File: src/rtl/logic_group_map.vh
// Purpose: Constants shared by the logic group and its macrocells.
// Assumes: Included by its bare name from every design file.
// Notes: Address offsets are byte addresses on a 32-bit APB bus.
`ifndef LOGIC_GROUP_MAP_VH
`define LOGIC_GROUP_MAP_VH

// ----------------------------------------------------------------
// Array dimensions
// ----------------------------------------------------------------
`define LG_ROW_INPUTS 33
`define LG_CELLS 16
`define LG_ARRAY_SIGNALS 114
`define LG_TERMS 5
`define LG_CHAIN_LEN 8
`define LG_MAX_SETS 3
`define LG_ROW_CHANNELS 96
`define LG_COL_CHANNELS 48
`define LG_ROW_ACCESS 32
`define LG_COL_PER_CELL 3
`define LG_COLUMNS 5
`define LG_ROWS_MIN 4
`define LG_ROWS_MAX 7
`define LG_POS_W 7
`define LG_ROLE_W 3

// ----------------------------------------------------------------
// Local array signal layout
// ----------------------------------------------------------------
`define SIG_ROW_T 0
`define SIG_ROW_N 33
`define SIG_FB_T 66
`define SIG_FB_N 82
`define SIG_SHARE 98

// ----------------------------------------------------------------
// Product term roles, register types, clock modes
// ----------------------------------------------------------------
`define ROLE_OR 3'h0
`define ROLE_LEND 3'h1
`define ROLE_CLR 3'h2
`define ROLE_PRE 3'h3
`define ROLE_CLK 3'h4
`define ROLE_ENA 3'h5
`define ROLE_PACK 3'h6
`define ROLE_KR 3'h7
`define REG_D 2'h0
`define REG_T 2'h1
`define REG_JK 2'h2
`define REG_SR 2'h3
`define CLK_GLOBAL 2'h0
`define CLK_GLOBAL_ENA 2'h1
`define CLK_ARRAY 2'h2
`define MC_RST 1'h0

// ----------------------------------------------------------------
// Routing selects
// ----------------------------------------------------------------
`define COL_NONE 2'h3
`define ROWA_OFF 3'h0
`define ROWA_CELL 3'h1
`define ROWA_COL0 3'h2
`define ROWB_OFF 2'h0
`define ROWB_COL0 2'h1

// ----------------------------------------------------------------
// Register map
// ----------------------------------------------------------------
`define A_ROW_IN0 8'h00
`define A_ROW_IN1 8'h04
`define A_ROW_IN2 8'h08
`define A_COL_IN0 8'h0C
`define A_COL_IN1 8'h10
`define A_CELL_STATE 8'h18
`define A_ROW_OUT0 8'h1C
`define A_ROW_OUT1 8'h20
`define A_ROW_OUT2 8'h24
`define A_COL_OUT0 8'h28
`define A_COL_OUT1 8'h2C
`define A_EXP_DELAY 8'h30
`define A_LOCATION 8'h34
`define WORD_RST 32'h0000_0000
`define COL_HI_W 16

`endif

File: src/rtl/logic_group.v
// Purpose: One logic group of 16 macrocells with its local array and routing taps.
// Assumes: All configuration is static parameters; APB reaches routing and state.
// Notes: Comb feedback and external routing levels pass through flops to keep
// the array free of combinational loops.
// Function
// 33 row and 16 feedback, both polarities
// each term picks from 114 signals
// two global clocks, one clear, all cells
// five terms per cell, logic or control
// D, T, JK, SR register or bypass
// global, gated global, or array clock
// global clocks from either pin, either polarity
// preset and clear terms active high
// global clear pin with programmable polarity
// packing splits register and comb logic
// sixteen inverted shareable expanders, group wide
// up to 20 terms into OR
// three borrowed sets, each adds delay
// two chains of eight, borrow downward
// five columns, four to seven rows
// row interconnect of 96 channels
// cell drives row, column or both
// cell drives one of three columns
// 4-to-1 row mux, extra 3-to-1
// 48 column channels reach 32 rows
// configuration fixed as static parameters
//
// Added by the designer: the address map and the APB slave port.
`timescale 1ns/1ps
`include "logic_group_map.vh"
module logic_group #(
  // static configuration
  // PT_MASK holds one select mask per term, numbered cell*5+term, over the 114
  // array signals: row inputs, their inverses, feedback, inverted feedback and
  // then the shareable expanders.
  // The other vectors pack one field per cell, with cell 0 in the lowest bits, except ROW_IN_POS, which packs one per row input.
  // A row channel position of 96 or above leaves that path unused.
  parameter [16*5*114-1:0] PT_MASK = {16*5*114{1'b0}},
  parameter [16*15-1:0] PT_ROLE = {16*15{1'b0}},
  parameter [31:0] REG_TYPE = 32'h0000_0000,
  parameter [31:0] CLK_MODE = 32'h0000_0000,
  parameter [15:0] GCLK_SEL = 16'h0000,
  parameter [15:0] REG_BYPASS = 16'h0000,
  parameter [15:0] PACK_EN = 16'h0000,
  parameter [15:0] XOR_INV = 16'h0000,
  parameter [15:0] GCLR_EN = 16'h0000,
  parameter [15:0] FB_COMB = 16'h0000,
  parameter [15:0] SHARE_EN = 16'h0000,
  parameter [47:0] SHARE_SEL = 48'h0000_0000_0000,
  parameter [31:0] BORROW = 32'h0000_0000,
  parameter [31:0] COL_SEL = 32'hFFFF_FFFF,
  parameter [47:0] ROWA_SEL = 48'h0000_0000_0000,
  parameter [31:0] ROWB_SEL = 32'h0000_0000,
  parameter [16*7-1:0] ROWA_POS = {16*7{1'b0}},
  parameter [16*7-1:0] ROWB_POS = {16*7{1'b0}},
  parameter [33*7-1:0] ROW_IN_POS = {33*7{1'b0}},
  parameter GCLK0_PIN = 1'b0,
  parameter GCLK0_INV = 1'b0,
  parameter GCLK1_PIN = 1'b1,
  parameter GCLK1_INV = 1'b0,
  parameter GCLR_ACTIVE_LOW = 1'b1,
  parameter [3:0] MATRIX_ROWS = 4'h4,
  parameter [3:0] GROUP_ROW = 4'h0,
  parameter [3:0] GROUP_COL = 4'h1
) (
  input wire pclk,
  input wire presetn,
  input wire psel,
  input wire penable,
  input wire pwrite,
  input wire [7:0] paddr,
  input wire [31:0] pwdata,
  output wire [31:0] prdata,
  output wire pready,
  output wire pslverr,
  input wire global_clock_pin_a,
  input wire global_clock_pin_b,
  input wire global_clear_pin
);

  // ----------------------------------------------------------------
  // State and nets
  // ----------------------------------------------------------------
  reg [95:0] row_in_r;
  reg [47:0] col_in_r;
  reg [15:0] fb_comb_r;
  reg [1:0] gclk_prev_r;
  reg [31:0] prdata_r;
  reg pready_r;
  reg pslverr_r;
  reg [31:0] rd_nxt;
  reg err_nxt;
  reg [95:0] row_bus;
  reg [47:0] col_bus;
  wire [15:0] lend;
  wire [15:0] reg_q;
  wire [15:0] comb_out;
  wire [15:0] cell_out;
  wire [15:0] share;
  wire [15:0] fb;
  wire [31:0] exp_dly;
  wire [32:0] row_sig;

  // ----------------------------------------------------------------
  // Helpers
  // ----------------------------------------------------------------
  function term_eval;
    input [113:0] mask;
    input [113:0] sig;
    begin
      term_eval = (|mask) & ~(|(mask & ~sig));
    end
  endfunction

  function chan_bit;
    input [95:0] vec;
    input [6:0] pos;
    begin
      chan_bit = (pos < `LG_ROW_CHANNELS) ? vec[pos] : 1'b0;
    end
  endfunction

  // at most three sets
  function [1:0] eff_sets;
    input integer idx;
    input [1:0] cnt;
    integer pos;
    begin
      pos = idx % `LG_CHAIN_LEN;
      eff_sets = (cnt > pos) ? pos[1:0] : cnt;
    end
  endfunction

  // borrow from lower cells
  function borrow_of;
    input [15:0] lv;
    input integer idx;
    input [1:0] cnt;
    integer k;
    begin
      borrow_of = 1'b0;
      for (k = 1; k <= `LG_MAX_SETS; k = k + 1)
        if (k <= eff_sets(idx, cnt))
          borrow_of = borrow_of | lv[idx-k];
    end
  endfunction

  // ----------------------------------------------------------------
  // Global clocks and clear
  // ----------------------------------------------------------------
  // pin and polarity select
  wire [1:0] gclk;
  assign gclk[0] = (GCLK0_PIN ? global_clock_pin_b : global_clock_pin_a) ^ GCLK0_INV;
  assign gclk[1] = (GCLK1_PIN ? global_clock_pin_b : global_clock_pin_a) ^ GCLK1_INV;
  // The edge detector resets high, so a clock already high when reset ends
  // is not taken for a rising edge.
  wire [1:0] gclk_rise = gclk & ~gclk_prev_r;
  // clear polarity
  wire gclr_level = global_clear_pin ^ GCLR_ACTIVE_LOW;

  // ----------------------------------------------------------------
  // Local array
  // ----------------------------------------------------------------
  // row inputs tapped
  genvar gi;
  generate
    for (gi = 0; gi < `LG_ROW_INPUTS; gi = gi + 1)
    begin : g_row_tap
      assign row_sig[gi] = chan_bit(row_in_r, ROW_IN_POS[7*gi +: 7]);
    end
  endgenerate

  assign fb = (FB_COMB & fb_comb_r) | (~FB_COMB & reg_q);
  // true and inverted
  wire [97:0] base_sig = {~fb, fb, ~row_sig, row_sig};
  // R2 114 signal array
  wire [113:0] full_sig = {share, base_sig};
  // Shareable terms see no shareable inputs, which keeps the pool loop free.
  wire [113:0] share_sig = {16'hFFFF, base_sig};

  generate
    for (gi = 0; gi < `LG_CELLS; gi = gi + 1)
    begin : g_cell
      wire [4:0] terms;
      wire [4:0] share_mask;
      genvar tj;
      for (tj = 0; tj < `LG_TERMS; tj = tj + 1)
      begin : g_term
        assign terms[tj] = term_eval(PT_MASK[(gi*5+tj)*114 +: 114], full_sig);
        assign share_mask[tj] = SHARE_EN[gi] & (SHARE_SEL[3*gi +: 3] == tj);
      end
      // inverted shareable expander
      assign share[gi] = SHARE_EN[gi] &
        ~term_eval(PT_MASK[(gi*5+SHARE_SEL[3*gi +: 3])*114 +: 114], share_sig);
      // borrowed parallel terms
      wire borrow = borrow_of(lend, gi, BORROW[2*gi +: 2]);
      // delay increments per set
      assign exp_dly[2*gi +: 2] = eff_sets(gi, BORROW[2*gi +: 2]);
      wire lend_raw;
      // top of chain never lends
      assign lend[gi] = ((gi % `LG_CHAIN_LEN) == `LG_CHAIN_LEN - 1) ? 1'b0 : lend_raw;
      // global controls to cells
      macrocell #(
        .ROLES(PT_ROLE[15*gi +: 15]),
        .REG_TYPE(REG_TYPE[2*gi +: 2]),
        .CLK_MODE(CLK_MODE[2*gi +: 2]),
        .GCLK_SEL(GCLK_SEL[gi]),
        .BYPASS(REG_BYPASS[gi]),
        .PACK(PACK_EN[gi]),
        .XOR_INV(XOR_INV[gi]),
        .GCLR_EN(GCLR_EN[gi])
      ) u_cell (
        .pclk(pclk),
        .presetn(presetn),
        .terms(terms & ~share_mask),
        .borrow_in(borrow),
        .gclk_rise(gclk_rise),
        .gclr_level(gclr_level),
        .lend_out(lend_raw),
        .reg_q(reg_q[gi]),
        .comb_out(comb_out[gi]),
        .cell_out(cell_out[gi])
      );
    end
  endgenerate

  // ----------------------------------------------------------------
  // Column and row taps
  // ----------------------------------------------------------------
  // Drives are applied in cell order, so the higher cell wins a shared row
  // channel; the taps start from the levels written over the bus.
  integer ci;
  reg [6:0] ch;
  always @*
  begin
    col_bus = col_in_r;
    ch = 7'h00;
    for (ci = 0; ci < `LG_CELLS; ci = ci + 1)
      // one of three columns
      if (COL_SEL[2*ci +: 2] != `COL_NONE)
        col_bus[`LG_COL_PER_CELL*ci + COL_SEL[2*ci +: 2]] = cell_out[ci];
    // R16 96 row channels
    row_bus = row_in_r;
    for (ci = 0; ci < `LG_CELLS; ci = ci + 1)
    begin
      // shared 4-to-1 mux
      ch = ROWA_POS[7*ci +: 7];
      if (ROWA_SEL[3*ci +: 3] == `ROWA_CELL && ch < `LG_ROW_CHANNELS)
        row_bus[ch] = cell_out[ci];
      else if (ROWA_SEL[3*ci +: 3] >= `ROWA_COL0 && ROWA_SEL[3*ci +: 3] < `ROWA_COL0 + 3'h3
               && ch < `LG_ROW_CHANNELS)
        row_bus[ch] = col_bus[`LG_COL_PER_CELL*ci + ROWA_SEL[3*ci +: 3] - `ROWA_COL0];
      // extra 3-to-1 path
      ch = ROWB_POS[7*ci +: 7];
      if (ROWA_SEL[3*ci +: 3] == `ROWA_CELL && ROWB_SEL[2*ci +: 2] != `ROWB_OFF
          && ch < `LG_ROW_CHANNELS)
        row_bus[ch] = col_bus[`LG_COL_PER_CELL*ci + ROWB_SEL[2*ci +: 2] - `ROWB_COL0];
    end
  end

  // ----------------------------------------------------------------
  // APB slave
  // ----------------------------------------------------------------
  // Reads return the state seen at the setup edge, and a write lands at the
  // access edge, so every transfer takes exactly two cycles.
  wire setup = psel & ~penable;
  wire wr_take = psel & penable & pready_r & pwrite;

  // ----------------------------------------------------------------
  // Read decode
  // ----------------------------------------------------------------
  always @*
  begin
    rd_nxt = `WORD_RST;
    err_nxt = 1'b0;
    case (paddr)
      `A_ROW_IN0: rd_nxt = row_in_r[31:0];
      `A_ROW_IN1: rd_nxt = row_in_r[63:32];
      `A_ROW_IN2: rd_nxt = row_in_r[95:64];
      `A_COL_IN0: rd_nxt = col_in_r[31:0];
      `A_COL_IN1: rd_nxt = {16'h0000, col_in_r[47:32]};
      // both outputs visible
      `A_CELL_STATE: rd_nxt = {comb_out, reg_q};
      // row and column drives
      `A_ROW_OUT0: rd_nxt = row_bus[31:0];
      `A_ROW_OUT1: rd_nxt = row_bus[63:32];
      `A_ROW_OUT2: rd_nxt = row_bus[95:64];
      `A_COL_OUT0: rd_nxt = col_bus[31:0];
      `A_COL_OUT1: rd_nxt = {16'h0000, col_bus[47:32]};
      `A_EXP_DELAY: rd_nxt = exp_dly;
      // group position readback
      `A_LOCATION: rd_nxt = {20'h0_0000, MATRIX_ROWS, GROUP_COL, GROUP_ROW};
      default: err_nxt = 1'b1;
    endcase
  end

  // ----------------------------------------------------------------
  // Bus registers and pin history
  // ----------------------------------------------------------------
  always @(posedge pclk or negedge presetn)
  begin
    if (!presetn)
    begin
      row_in_r <= {3{`WORD_RST}};
      col_in_r <= {`WORD_RST, 16'h0000};
      fb_comb_r <= 16'h0000;
      gclk_prev_r <= 2'h3;
      prdata_r <= `WORD_RST;
      pready_r <= 1'b0;
      pslverr_r <= 1'b0;
    end
    else
    begin
      fb_comb_r <= comb_out;
      gclk_prev_r <= gclk;
      // Ready is high exactly in the access phase, so every transfer takes two cycles.
      pready_r <= setup;
      // Error stands only beside ready, so it falls again after each
      // answer instead of lingering until the next setup.
      pslverr_r <= setup & err_nxt;
      if (setup)
      begin
        prdata_r <= pwrite ? `WORD_RST : rd_nxt;
      end
      if (wr_take)
      begin
        case (paddr)
          `A_ROW_IN0: row_in_r[31:0] <= pwdata;
          `A_ROW_IN1: row_in_r[63:32] <= pwdata;
          `A_ROW_IN2: row_in_r[95:64] <= pwdata;
          `A_COL_IN0: col_in_r[31:0] <= pwdata;
          `A_COL_IN1: col_in_r[47:32] <= pwdata[`COL_HI_W-1:0];
          default: row_in_r <= row_in_r;
        endcase
      end
    end
  end

  assign prdata = prdata_r;
  assign pready = pready_r;
  assign pslverr = pslverr_r;

endmodule

File: src/rtl/macrocell.v
// Purpose: One macrocell: term steering, OR/XOR logic and programmable register.
// Assumes: Single clock pclk; global clock edges arrive as one-cycle pulses.
// Notes: Preset and clear act at the next pclk edge, not on a selected clock edge.
`timescale 1ns/1ps
`include "logic_group_map.vh"
module macrocell #(
  parameter [14:0] ROLES = 15'h0000,
  parameter [1:0] REG_TYPE = 2'h0,
  parameter [1:0] CLK_MODE = 2'h0,
  parameter GCLK_SEL = 1'b0,
  parameter BYPASS = 1'b0,
  parameter PACK = 1'b0,
  parameter XOR_INV = 1'b0,
  parameter GCLR_EN = 1'b0
) (
  input wire pclk,
  input wire presetn,
  input wire [4:0] terms,
  input wire borrow_in,
  input wire [1:0] gclk_rise,
  input wire gclr_level,
  output wire lend_out,
  output wire reg_q,
  output wire comb_out,
  output wire cell_out
);

  reg q_r;
  reg q_nxt;
  reg aclk_prev_r;

  // ----------------------------------------------------------------
  // Term steering
  // ----------------------------------------------------------------
  function role_or;
    input [4:0] t;
    input [2:0] role;
    integer k;
    begin
      role_or = 1'b0;
      for (k = 0; k < `LG_TERMS; k = k + 1)
        if (ROLES[3*k +: 3] == role)
          role_or = role_or | t[k];
    end
  endfunction

  // five terms steered
  wire or_sum = role_or(terms, `ROLE_OR) | borrow_in;
  wire logic_val = or_sum ^ XOR_INV;
  wire clr_t = role_or(terms, `ROLE_CLR);
  wire pre_t = role_or(terms, `ROLE_PRE);
  wire aclk_t = role_or(terms, `ROLE_CLK);
  wire ena_t = role_or(terms, `ROLE_ENA);
  wire pack_t = role_or(terms, `ROLE_PACK);
  wire kr_t = role_or(terms, `ROLE_KR);
  assign lend_out = role_or(terms, `ROLE_LEND);

  // packed register input
  wire d_in = PACK ? pack_t : logic_val;

  // ----------------------------------------------------------------
  // Clocking
  // ----------------------------------------------------------------
  // three clock modes
  reg tick;
  always @*
  begin
    case (CLK_MODE)
      `CLK_GLOBAL: tick = gclk_rise[GCLK_SEL];
      `CLK_GLOBAL_ENA: tick = gclk_rise[GCLK_SEL] & ena_t;
      `CLK_ARRAY: tick = aclk_t & ~aclk_prev_r;
      default: tick = 1'b0;
    endcase
  end

  // ----------------------------------------------------------------
  // Register
  // ----------------------------------------------------------------
  // global clear option
  wire clear = clr_t | (GCLR_EN & gclr_level);
  always @*
  begin
    q_nxt = q_r;
    // high active preset clear
    if (clear)
      q_nxt = 1'b0;
    else if (pre_t)
      q_nxt = 1'b1;
    else if (tick)
    begin
      // selectable register type
      case (REG_TYPE)
        `REG_D: q_nxt = d_in;
        `REG_T: q_nxt = q_r ^ d_in;
        `REG_JK: q_nxt = (d_in & ~q_r) | (~kr_t & q_r);
        `REG_SR: q_nxt = d_in ? 1'b1 : (kr_t ? 1'b0 : q_r);
        default: q_nxt = q_r;
      endcase
    end
  end

  always @(posedge pclk or negedge presetn)
  begin
    if (!presetn)
    begin
      q_r <= `MC_RST;
      // Held high in reset so a term already high at release is not an edge.
      aclk_prev_r <= 1'h1;
    end
    else
    begin
      q_r <= q_nxt;
      aclk_prev_r <= aclk_t;
    end
  end

  assign reg_q = q_r;
  assign comb_out = logic_val;
  // R5 register bypass
  assign cell_out = BYPASS ? logic_val : q_r;

endmodule

File: config.mk
export PLATFORM = sky130hd
export DESIGN_NAME = logic_group
export DESIGN_NICKNAME = d
export VERILOG_FILES = /design/src/rtl/logic_group.v /design/src/rtl/macrocell.v
export VERILOG_INCLUDE_DIRS = /design/src /design/src/rtl
export SDC_FILE = /design/constraint.sdc
export NUM_CORES = 1
export LEC_CHECK = 0
export ABC_AREA = 1
export ABC_CLOCK_PERIOD_IN_PS = 2600
export BUFFER_PORTS_ARGS = -buffer_cell sky130_fd_sc_hd__buf_2
export CAP_MARGIN = 40
export CORE_MARGIN = 5
export CORE_UTILIZATION = 53
export CTS_CLUSTER_SIZE = 24
export DETAILED_ROUTE_END_ITERATION = 6
export HOLD_SLACK_MARGIN = 0.05
export PLACE_DENSITY = 0.82
export SLEW_MARGIN = 10
export SYNTH_ARGS = -nofsm -noshare
export SYNTH_HDL_FRONTEND = slang
export SYNTH_SLANG_ARGS = --single-unit
File: constraint.sdc
create_clock -name pclk -period 2.6 [get_ports pclk]
set_clock_uncertainty 0.15 [all_clocks]
set_input_delay 0.52 -clock pclk [delete_from_list [all_inputs] [get_ports pclk]]
set_output_delay 0.52 -clock pclk [all_outputs]
set_load 0.1 [all_outputs]
==> impl_metrics.py, run 1 <==
metrics = {
    "run_status": {
        "status": "completed",
    },
    "timing": {
        "finalHoldWorstSlack_ps": 233,
        "min_period_ps": 1950,
        "fin_setup_tns_ps": 0,
        "rsz0062_at_grt": "false",
        "fmax_ghz": 0.514,
        "report.final.slew_viol_count": 0,
        "finalSetupViolations": 0,
        "period_share_pct": 74.8,
        "hold_viol_final": 0,
        "worst_pin_slew_ps": 519,
        "slew_headroom_pct": 65.4,
    },
    "logic_synthesis": {
        "synth_area_um2": 7650,
        "ys_top_cells_by_area": "dfrtp_1 58%, nand2_1 18%, o21ai_0 9.0%",
        "synth_flop_cell": "dfrtp_1",
        "synth_edf_count": 0,
        "synthSimpleGateAreaFrac_pct": 25.7,
        "synthMuxAreaShare_pct": 0,
        "synth_xor_area_share_pct": 0,
        "yosysMostFrequentCell": "nand2_1",
        "ys_ff_latch": 178,
        "synthCells": 900,
        "yosysWarnings": 0,
        "synth_top_family_by_area": "simple AND/OR/NAND/NOR gates",
        "yosysTopAreaCell": "dfrtp_1",
        "synth_fa_ha_area_share_pct": 0,
        "synth_compound_area_share_pct": 11.1,
        "synth_common_cells": "375 x nand2_1, 178 x dfrtp_1, 138 x o21ai_0, 37 x inv_1, 32 x nand3_1",
        "syn_area_per_cell_um2": 8.51,
        "synth.distinct_cells": 25,
        "yosysSeqAreaShare_pct": 58.2,
        "async_flop_share_pct": 100,
        "synth.net_count": 948,
        "synth_top_area_share_pct": 58.2,
    },
    "route": {
        "drt_iter0_drc": 711,
        "first_pass_iters": 6,
        "num_vias": 6524,
        "via_per_inst": 5.58,
        "routedWlPerCell_um": 16.1,
        "ant_nets": 0,
        "detail_route.wirelength_um": 18800,
        "drc_errors": 0,
    },
    "power_and_ir_drop": {
        "p_per_area_nw_per_um2": 647,
        "leakagePower_nw": 4.54,
        "ir_drop_uv": 487,
        "power_w": 0.00581,
    },
    "clock_tree": {
        "cts.sinks": 178,
        "clock_latency_ps": 430,
        "cts_tree": "done",
        "clock_path_buffers": 2,
        "cts_htree_levels": 4,
        "clk_pin_slew_ps": 60,
        "post_cts_buffers": 0,
        "cts_inserted_buffers": 17,
        "clockRootBuffer": "clkbuf_16",
    },
    "job": {
        "maxCapViolations": 0,
    },
    "setup_path": {
        "cp_num_buf_inv": 1,
        "cp_slowest_cell": "buf_2",
        "slowest_delay_ps": 450,
        "cp-end-kind": "output pin",
        "crit_type": "reg -> out",
        "startpoint_type": "register",
        "path_cells": "buf_2",
        "worst-path-max-fanout": 2,
        "crit_arrival_ps": 1280,
        "cp.depth": 1,
        "cp.required_ps": 1930,
        "r2r_cells": 6,
        "crit_family": "buffers and inverters",
    },
    "placed_design": {
        "portBuffers": 78,
        "dp_hpwl_um": 11100,
        "gp_congestion": 0.819,
    },
    "floorplanning": {
        "die_h_um": 130,
        "io-pin-count": 82,
        "core_um2": 14400,
        "fp-row-count": 44,
        "dieArea_um2": 16900,
        "die_w_um": 130,
        "start_util_pct": 53.3,
    },
    "global_routing": {
        "grt_util_all_layers_pct": 23.6,
        "antenna_found_initial": 0,
        "grt_pass1_wl_um": 31400,
        "grt_start_max_net_pins": 65,
        "gr-total-overflow": 0,
        "grt_pass1_vias": 6276,
    },
    "min_path": {
        "hp-class": "in -> reg",
        "hold_depth": 3,
    },
    "layout": {
        "multi_input_area_um2": 2820,
        "num-fill-cells": 1154,
        "final-seq-area_um2": 4450,
        "antenna_cells": 0,
        "final_nets": 1021,
        "final_util_pct": 62.5,
        "area_growth_pct": 17.3,
        "drive_gt1_share_pct": 17.2,
    },
}
## repair_timing
item / CTS / global route
hold buffers: 1 / 0
hold endpoints to repair: 50 / 0
endpoints found under the setup margin: 0 / 0
gates resized for setup: 0 / 0
## path summary, 6_finish.rpt
| path | from | to | slack (ps) |
|---|---|---|---|
| min in group asynchronous | presetn | prdata[11]$_DFFE_PN0P_ | 460 |
| worst min-delay path | paddr[0] | pslverr$_DFF_PN0_ | 230 |
| max in group asynchronous | presetn | col_bus[16]$_DFFE_PN0P_ | 1130 |
| worst max register to register | pready$_DFF_PN0_ | col_bus[15]$_DFFE_PN0P_ | 800 |
| worst max-delay path | prdata[4]$_DFFE_PN0P_ | prdata[4] | 650 |
| worst min register to register | prdata[28]$_DFFE_PN0P_ | prdata[28]$_DFFE_PN0P_ | 330 |
## layout make-up
cell class                 instances  area share (%)
clock buffer                      18            4.89
clock inverter                    14            2.34
timing repair buffer             100            7.40
sequential                       178            49.6
multi-input combinational        632            31.4
tap                              184            2.56
inverter                          44            1.84
## through the flow
step                instance area (um2)  instances  setup slack, ps
floorplan                          7650        900              472
global placement                   8320       1137              333
detailed placement                 8320       1137              277
CTS                                8980       1170              656
global route                       8980       1170              532
finish                             8980       1170              655
## worst reg2reg max path, stage by stage, from the launching register on
cell	delay [ps]
dfrtp_1	340
nand3_1	140
nor2_4	200
nand3_2	340
buf_12	310
nand2_1	100
o21ai_0	100
## registers in the layout, indices dropped and copies added, names as in the netlist
signal and count:
row_bus 96, col_bus 48, prdata 32, pready 1, pslverr 1
## kinds of logic (layout without fill, tap and decap cells)
group / count (synthesis) / after routing
AO/OA/AOI/OAI: 162 / 162
AND/OR/NAND/NOR: 470 / 470
buffers and inverters: 90 / 176
flip-flops: 178 / 178
## cell usage in the layout, fill, tap and decap left out
master,netlist,routed
a21oi_1,2,2
a31oi_1,1,1
buf_12,0,8
buf_2,5,77
buf_4,8,13
buf_6,1,1
bufinv_16,0,5
clkbuf_16,0,17
clkbuf_8,0,1
clkinv_1,1,1
clkinv_2,0,4
clkinv_4,0,1
clkinvlp_4,0,3
dfrtp_1,178,178
dlygate4sd3_1,0,1
inv_1,37,37
inv_2,6,6
inv_6,0,1
nand2_1,375,375
nand2_2,7,7
nand2_4,3,3
nand3_1,32,32
nand3_2,5,5
nand4_1,17,17
nor2_1,23,23
nor2_2,4,4
nor2_4,3,3
nor2_8,1,1
o211ai_1,1,1
o21ai_0,138,138
o21ai_1,10,10
o21ai_2,10,10
## routing by layer
metal  wire [um]  track usage, %
met5           0               0
met4         258            7.46
met3        1320            4.91
met2        9140            37.8
met1        8080            32.4
## report_power, final
part	internal [W]	total [W]	switching, W
combinational	0.0000565	0.000221	0.000164
clock	0.00173	0.00280	0.00107
sequential	0.00278	0.00279	0.00000582
Note: power is estimated with default switching activity, not from simulation.
==> inputs of run 2 (changes only) <==
Settings changed: ABC_CLOCK_PERIOD_IN_PS 2600 to 1800.
Clock period 2.6 ns to 1.8 ns, I/O delays scaled along.
==> run 2 against run 1 <==
Power up 41%; critical path depth unchanged; combinational power up 51%; die area unchanged; clock power up 38%; sequential share of layout area down 1.0 points; first-iteration DRC count up 9.0%; flip-flop and latch count unchanged; critical path type unchanged; largest power group is now registers.
==> impl_metrics.py, run 2 (synthesis gave the netlist of run 1 again) <==
metrics = {
    "setup_path": {
        "cp-startpoint": "prdata[0]$_DFFE_PN0P_",
        "cp.required_ps": 1290,
        "crit_family": "buffers and inverters",
        "crit_type": "reg -> out",
        "crit_arrival_ps": 1250,
        "regToRegStartpoint": "pready$_DFF_PN0_",
        "worst-path-max-fanout": 2,
        "startpoint_type": "register",
        "cp_slowest_cell": "buf_2",
        "slowest_delay_ps": 450,
        "cp_num_buf_inv": 1,
        "cp-end-kind": "output pin",
        "path_cells": "buf_2",
        "ff2ff_setup_slack_ps": 200,
    },
    "route": {
        "detail_route.wirelength_um": 18900,
        "routedWlPerCell_um": 15.9,
        "drt_iter0_drc": 775,
        "first_pass_iters": 5,
        "ant_nets": 0,
        "num_vias": 6487,
        "via_per_inst": 5.48,
        "drc_errors": 0,
    },
    "min_path": {
        "hp-class": "in -> reg",
        "worstHoldStart": "paddr[0]",
    },
    "floorplanning": {
        "die_h_um": 130,
        "die_w_um": 130,
        "io-pin-count": 82,
        "core_um2": 14400,
        "fp-row-count": 44,
        "dieArea_um2": 16900,
        "start_util_pct": 53.3,
    },
    "clock_tree": {
        "clk_pin_slew_ps": 60,
        "cts_tree": "done",
        "clock_latency_ps": 420,
        "cts_inserted_buffers": 17,
        "post_cts_buffers": 0,
        "clock_path_buffers": 2,
        "cts.sinks": 178,
        "clockRootBuffer": "clkbuf_16",
        "cts_htree_levels": 4,
    },
    "timing": {
        "hold_viol_final": 0,
        "fmax_ghz": 0.567,
        "slew_headroom_pct": 65.7,
        "fin_ws_ps": 36.7,
        "worst_pin_slew_ps": 518,
        "report.final.slew_viol_count": 0,
        "period_share_pct": 98.0,
        "finalSetupViolations": 0,
        "min_period_ps": 1760,
        "rsz0062_at_grt": "false",
    },
    "global_routing": {
        "grt_util_all_layers_pct": 23.3,
        "gr-total-overflow": 0,
        "antenna_found_initial": 0,
        "grt_pass1_wl_um": 31200,
        "grt_start_max_net_pins": 65,
        "grt_pass1_vias": 6271,
    },
    "placed_design": {
        "placed_cell_area_um2": 8550,
        "dp.cells": 1152,
        "dpl_worst_slack_ps": -27.5,
        "portBuffers": 78,
        "dp_hpwl_um": 11200,
        "gp_congestion": 0.831,
    },
    "layout": {
        "mostFrequentLayoutCells": "375 x nand2_1, 177 x dfrtp_1, 138 x o21ai_0",
        "design_area_um2": 9180,
        "multi_input_area_um2": 2820,
        "layout.cells.non_filler": 1184,
        "largest_reg_flops": 96,
        "drive_gt1_share_pct": 18.2,
        "final_common_cell": "nand2_1",
        "num-fill-cells": 1136,
        "antenna_cells": 0,
        "final-seq-area_um2": 4460,
        "final_nets": 1036,
        "area_growth_pct": 20.0,
    },
    "power_and_ir_drop": {
        "p_per_area_nw_per_um2": 894,
        "ir_drop_uv": 649,
        "leakagePower_nw": 4.63,
    },
    "job": {
        "maxCapViolations": 0,
    },
    "run_status": {
        "status": "completed",
    },
}
run 2: cell count changes in the layout (fill, tap and decap cells not counted), moves of 3 or more:
cell and change:
buf_12 +9, buf_4 +6, clkbuf_1 +3, clkinv_2 -3
run 2: metal layers:
layer / global-route usage [%] / share of wire, % / vias up
met4: 7.64 / 1.5 / 0
met5: 0 / 0 / -
met2: 36.8 / 48 / 320
li1: - / - / 3056
met1: 32.4 / 43 / 3074
met3: 5.16 / 8.0 / 37
run 2: per-stage QoR:
stage                     TNS, ps  hold slack (ps)  utilization (%)  power, W
after global routing            0             78.8             63.9   0.00844
after global placement          0             60.9             59.5   0.00443
after floorplan                 0            -85.6                -   0.00422
after detailed placement     -139             58.7             59.5   0.00443
final                           0             82.6             63.9   0.00821
after CTS                       0             70.6             63.9   0.00824
run 2: timing repair:
action / 4_1_cts / 5_1_grt
setup endpoints to repair: 0 / 1
hold endpoints to repair: 178 / 0
hold buffers: 1 / 0
gates resized for setup: 0 / 1
run 2: cell type report:
class | instances | area share, %
clock inverter | 9 | 1.69
tap | 184 | 2.51
clock buffer | 22 | 5.05
timing repair buffer | 115 | 9.71
multi-input combinational | 632 | 30.7
inverter | 44 | 1.80
sequential | 178 | 48.5
run 2: power by group:
part | leakage [nW] | total (W) | switching, W | internal (W)
clock network | 0.288 | 0.00385 | 0.00146 | 0.00239
registers | 2.48 | 0.00403 | 0.00000847 | 0.00402
logic | 1.86 | 0.000334 | 0.000241 | 0.0000930
run 2: worst paths after layout:
check,depth (start not counted),to
max in group asynchronous,3,col_bus[31]$_DFFE_PN0P_
hold reg to reg,2,prdata[24]$_DFFE_PN0P_
hold / removal,3,pslverr$_DFF_PN0_
setup reg to reg,6,col_bus[1]$_DFFE_PN0P_
min in group asynchronous,2,col_bus[39]$_DFFE_PN0P_
setup / recovery,1,prdata[0]
==> inputs of run 3 (changes only) <==
Settings changed: CELL_PAD_IN_SITES_DETAIL_PLACEMENT set to 1, CELL_PAD_IN_SITES_GLOBAL_PLACEMENT set to 1, CORE_UTILIZATION 53 to 44, PLACE_DENSITY 0.82 to 0.88.
==> run 3 against run 2 <==
Register-to-register slack got worse by 60 ps; largest power group unchanged; hold slack barely moved; sequential power barely moved; critical path depth did not move; combinational power rose by 6%; critical path type unchanged.
==> impl_metrics.py, run 3 (synthesis gave the netlist of run 1 again) <==
metrics = {
    "setup_path": {
        "cp_slowest_cell": "buf_2",
        "crit_type": "reg -> out",
        "cp_num_buf_inv": 1,
        "crit_family": "buffers and inverters",
        "slowest_delay_ps": 450,
        "startpoint_type": "register",
        "path_cells": "buf_2",
        "cp.required_ps": 1290,
        "cp-end-kind": "output pin",
        "crit_arrival_ps": 1270,
        "worst-path-max-fanout": 2,
    },
    "floorplanning": {
        "die_h_um": 142,
        "start_util_pct": 44.6,
        "dieArea_um2": 20100,
        "core_um2": 17200,
        "die_w_um": 142,
        "io-pin-count": 82,
        "fp-row-count": 48,
    },
    "clock_tree": {
        "cts_inserted_buffers": 17,
        "clk_pin_slew_ps": 70,
        "post_cts_buffers": 0,
        "clock_latency_ps": 440,
        "cts_tree": "done",
        "clockRootBuffer": "clkbuf_16",
        "cts_htree_levels": 4,
        "clock_path_buffers": 2,
        "cts.sinks": 178,
    },
    "placed_design": {
        "portBuffers": 78,
        "gp_congestion": 0.746,
        "dp.cells": 1197,
        "placed_cell_area_um2": 8620,
        "dp_hpwl_um": 13800,
    },
    "route": {
        "via_per_inst": 5.54,
        "drt_iter0_drc": 583,
        "detail_route.wirelength_um": 24300,
        "ant_nets": 0,
        "num_vias": 6798,
        "first_pass_iters": 5,
        "drc_errors": 0,
        "routedWlPerCell_um": 19.8,
    },
    "job": {
        "maxCapViolations": 0,
    },
    "timing": {
        "period_share_pct": 98.8,
        "finalSetupViolations": 0,
        "worst_pin_slew_ps": 534,
        "min_period_ps": 1780,
        "fin_setup_tns_ps": 0,
        "report.final.slew_viol_count": 0,
        "hold_viol_final": 0,
        "slew_headroom_pct": 64.6,
        "fmax_ghz": 0.562,
    },
    "global_routing": {
        "gr-total-overflow": 0,
        "grt_pass1_wl_um": 39400,
        "grt_start_max_net_pins": 65,
        "grt_util_all_layers_pct": 24.9,
        "grt_pass1_vias": 7371,
        "antenna_found_initial": 0,
    },
    "layout": {
        "largest_reg_flops": 96,
        "final_nets": 1040,
        "final_common_cell": "nand2_1",
        "drive_gt1_share_pct": 18.2,
        "layout.cells.non_filler": 1228,
        "mostFrequentLayoutCells": "375 x nand2_1, 177 x dfrtp_1, 138 x o21ai_0",
        "design_area_um2": 9210,
        "area_growth_pct": 20.3,
        "antenna_cells": 0,
    },
    "power_and_ir_drop": {
        "leakagePower_nw": 4.64,
        "p_per_area_nw_per_um2": 882,
        "ir_drop_uv": 691,
    },
    "min_path": {
        "hp-class": "in -> reg",
    },
    "run_status": {
        "status": "completed",
    },
}
==> run 3: cell count changes in the layout (fill, tap and decap cells not counted), sizes merged <==
| cell | previous run | this run |
|---|---|---|
| clkinvlp | 4 | 0 |
| buf | 113 | 116 |
| clkbuf | 23 | 26 |
| clkinv | 2 | 4 |
| bufinv | 4 | 3 |
==> run 3: path summary, 6_finish.rpt <==
| kind | from | endpoint | slack [ps] | cells after the start |
|---|---|---|---|---|
| max | prdata[19]$_DFFE_PN0P_ | prdata[19] | 20 | 1 |
| min | paddr[0] | pslverr$_DFF_PN0_ | 80 | 3 |
| max reg2reg | pready$_DFF_PN0_ | col_bus[13]$_DFFE_PN0P_ | 140 | 6 |
| min reg2reg | prdata[7]$_DFFE_PN0P_ | prdata[7]$_DFFE_PN0P_ | 330 | 2 |
| max in group asynchronous | presetn | col_bus[36]$_DFFE_PN0P_ | 700 | 3 |
| min in group asynchronous | presetn | prdata[7]$_DFFE_PN0P_ | 230 | 2 |
==> run 3: timing repair <==
item                                    4_1_cts  5_1_grt
hold buffers                                  1        0
gates resized for setup                       0        2
endpoints found under the setup margin        0        2
endpoints found under the hold margin       178        0
==> run 3: layout make-up <==
class | count | area [um2]
clock inverter | 6 | 105
timing repair buffer | 119 | 912
clock buffer | 24 | 472
inverter | 44 | 165
fill | 2060 | 7960
sequential | 178 | 4460
multi-input combinational | 632 | 2820
tap | 225 | 282
==> run 3: per-layer routing <==
| metal | GRT usage (%) | share of wire [%] | vias up |
|---|---|---|---|
| met1 | 31.9 | 43 | 3436 |
| li1 | - | - | 3071 |
| met4 | 8.89 | 2.7 | 0 |
| met2 | 42.1 | 49 | 234 |
| met5 | 0 | 0 | - |
| met3 | 5.06 | 5.2 | 57 |
==> run 3: power by group <==
part           total [W]  switching (W)  internal [W]
logic           0.000353       0.000256     0.0000970
clock network    0.00374        0.00151       0.00224
registers        0.00403     0.00000985       0.00402
==> run 3: stage by stage <==
| step | setup WS (ps) | power, W | hold WS [ps] | util, % |
|---|---|---|---|---|
| after floorplan | 75.5 | 0.00422 | -85.6 | - |
| after global placement | -20.9 | 0.00444 | 123 | 50.2 |
| after detailed placement | -65.5 | 0.00445 | 122 | 50.2 |
| after CTS | 22.8 | 0.00816 | 74.7 | 53.6 |
| after global routing | -5.65 | 0.00839 | 84.7 | 53.6 |
| final | 21.4 | 0.00812 | 82.9 | 53.6 |
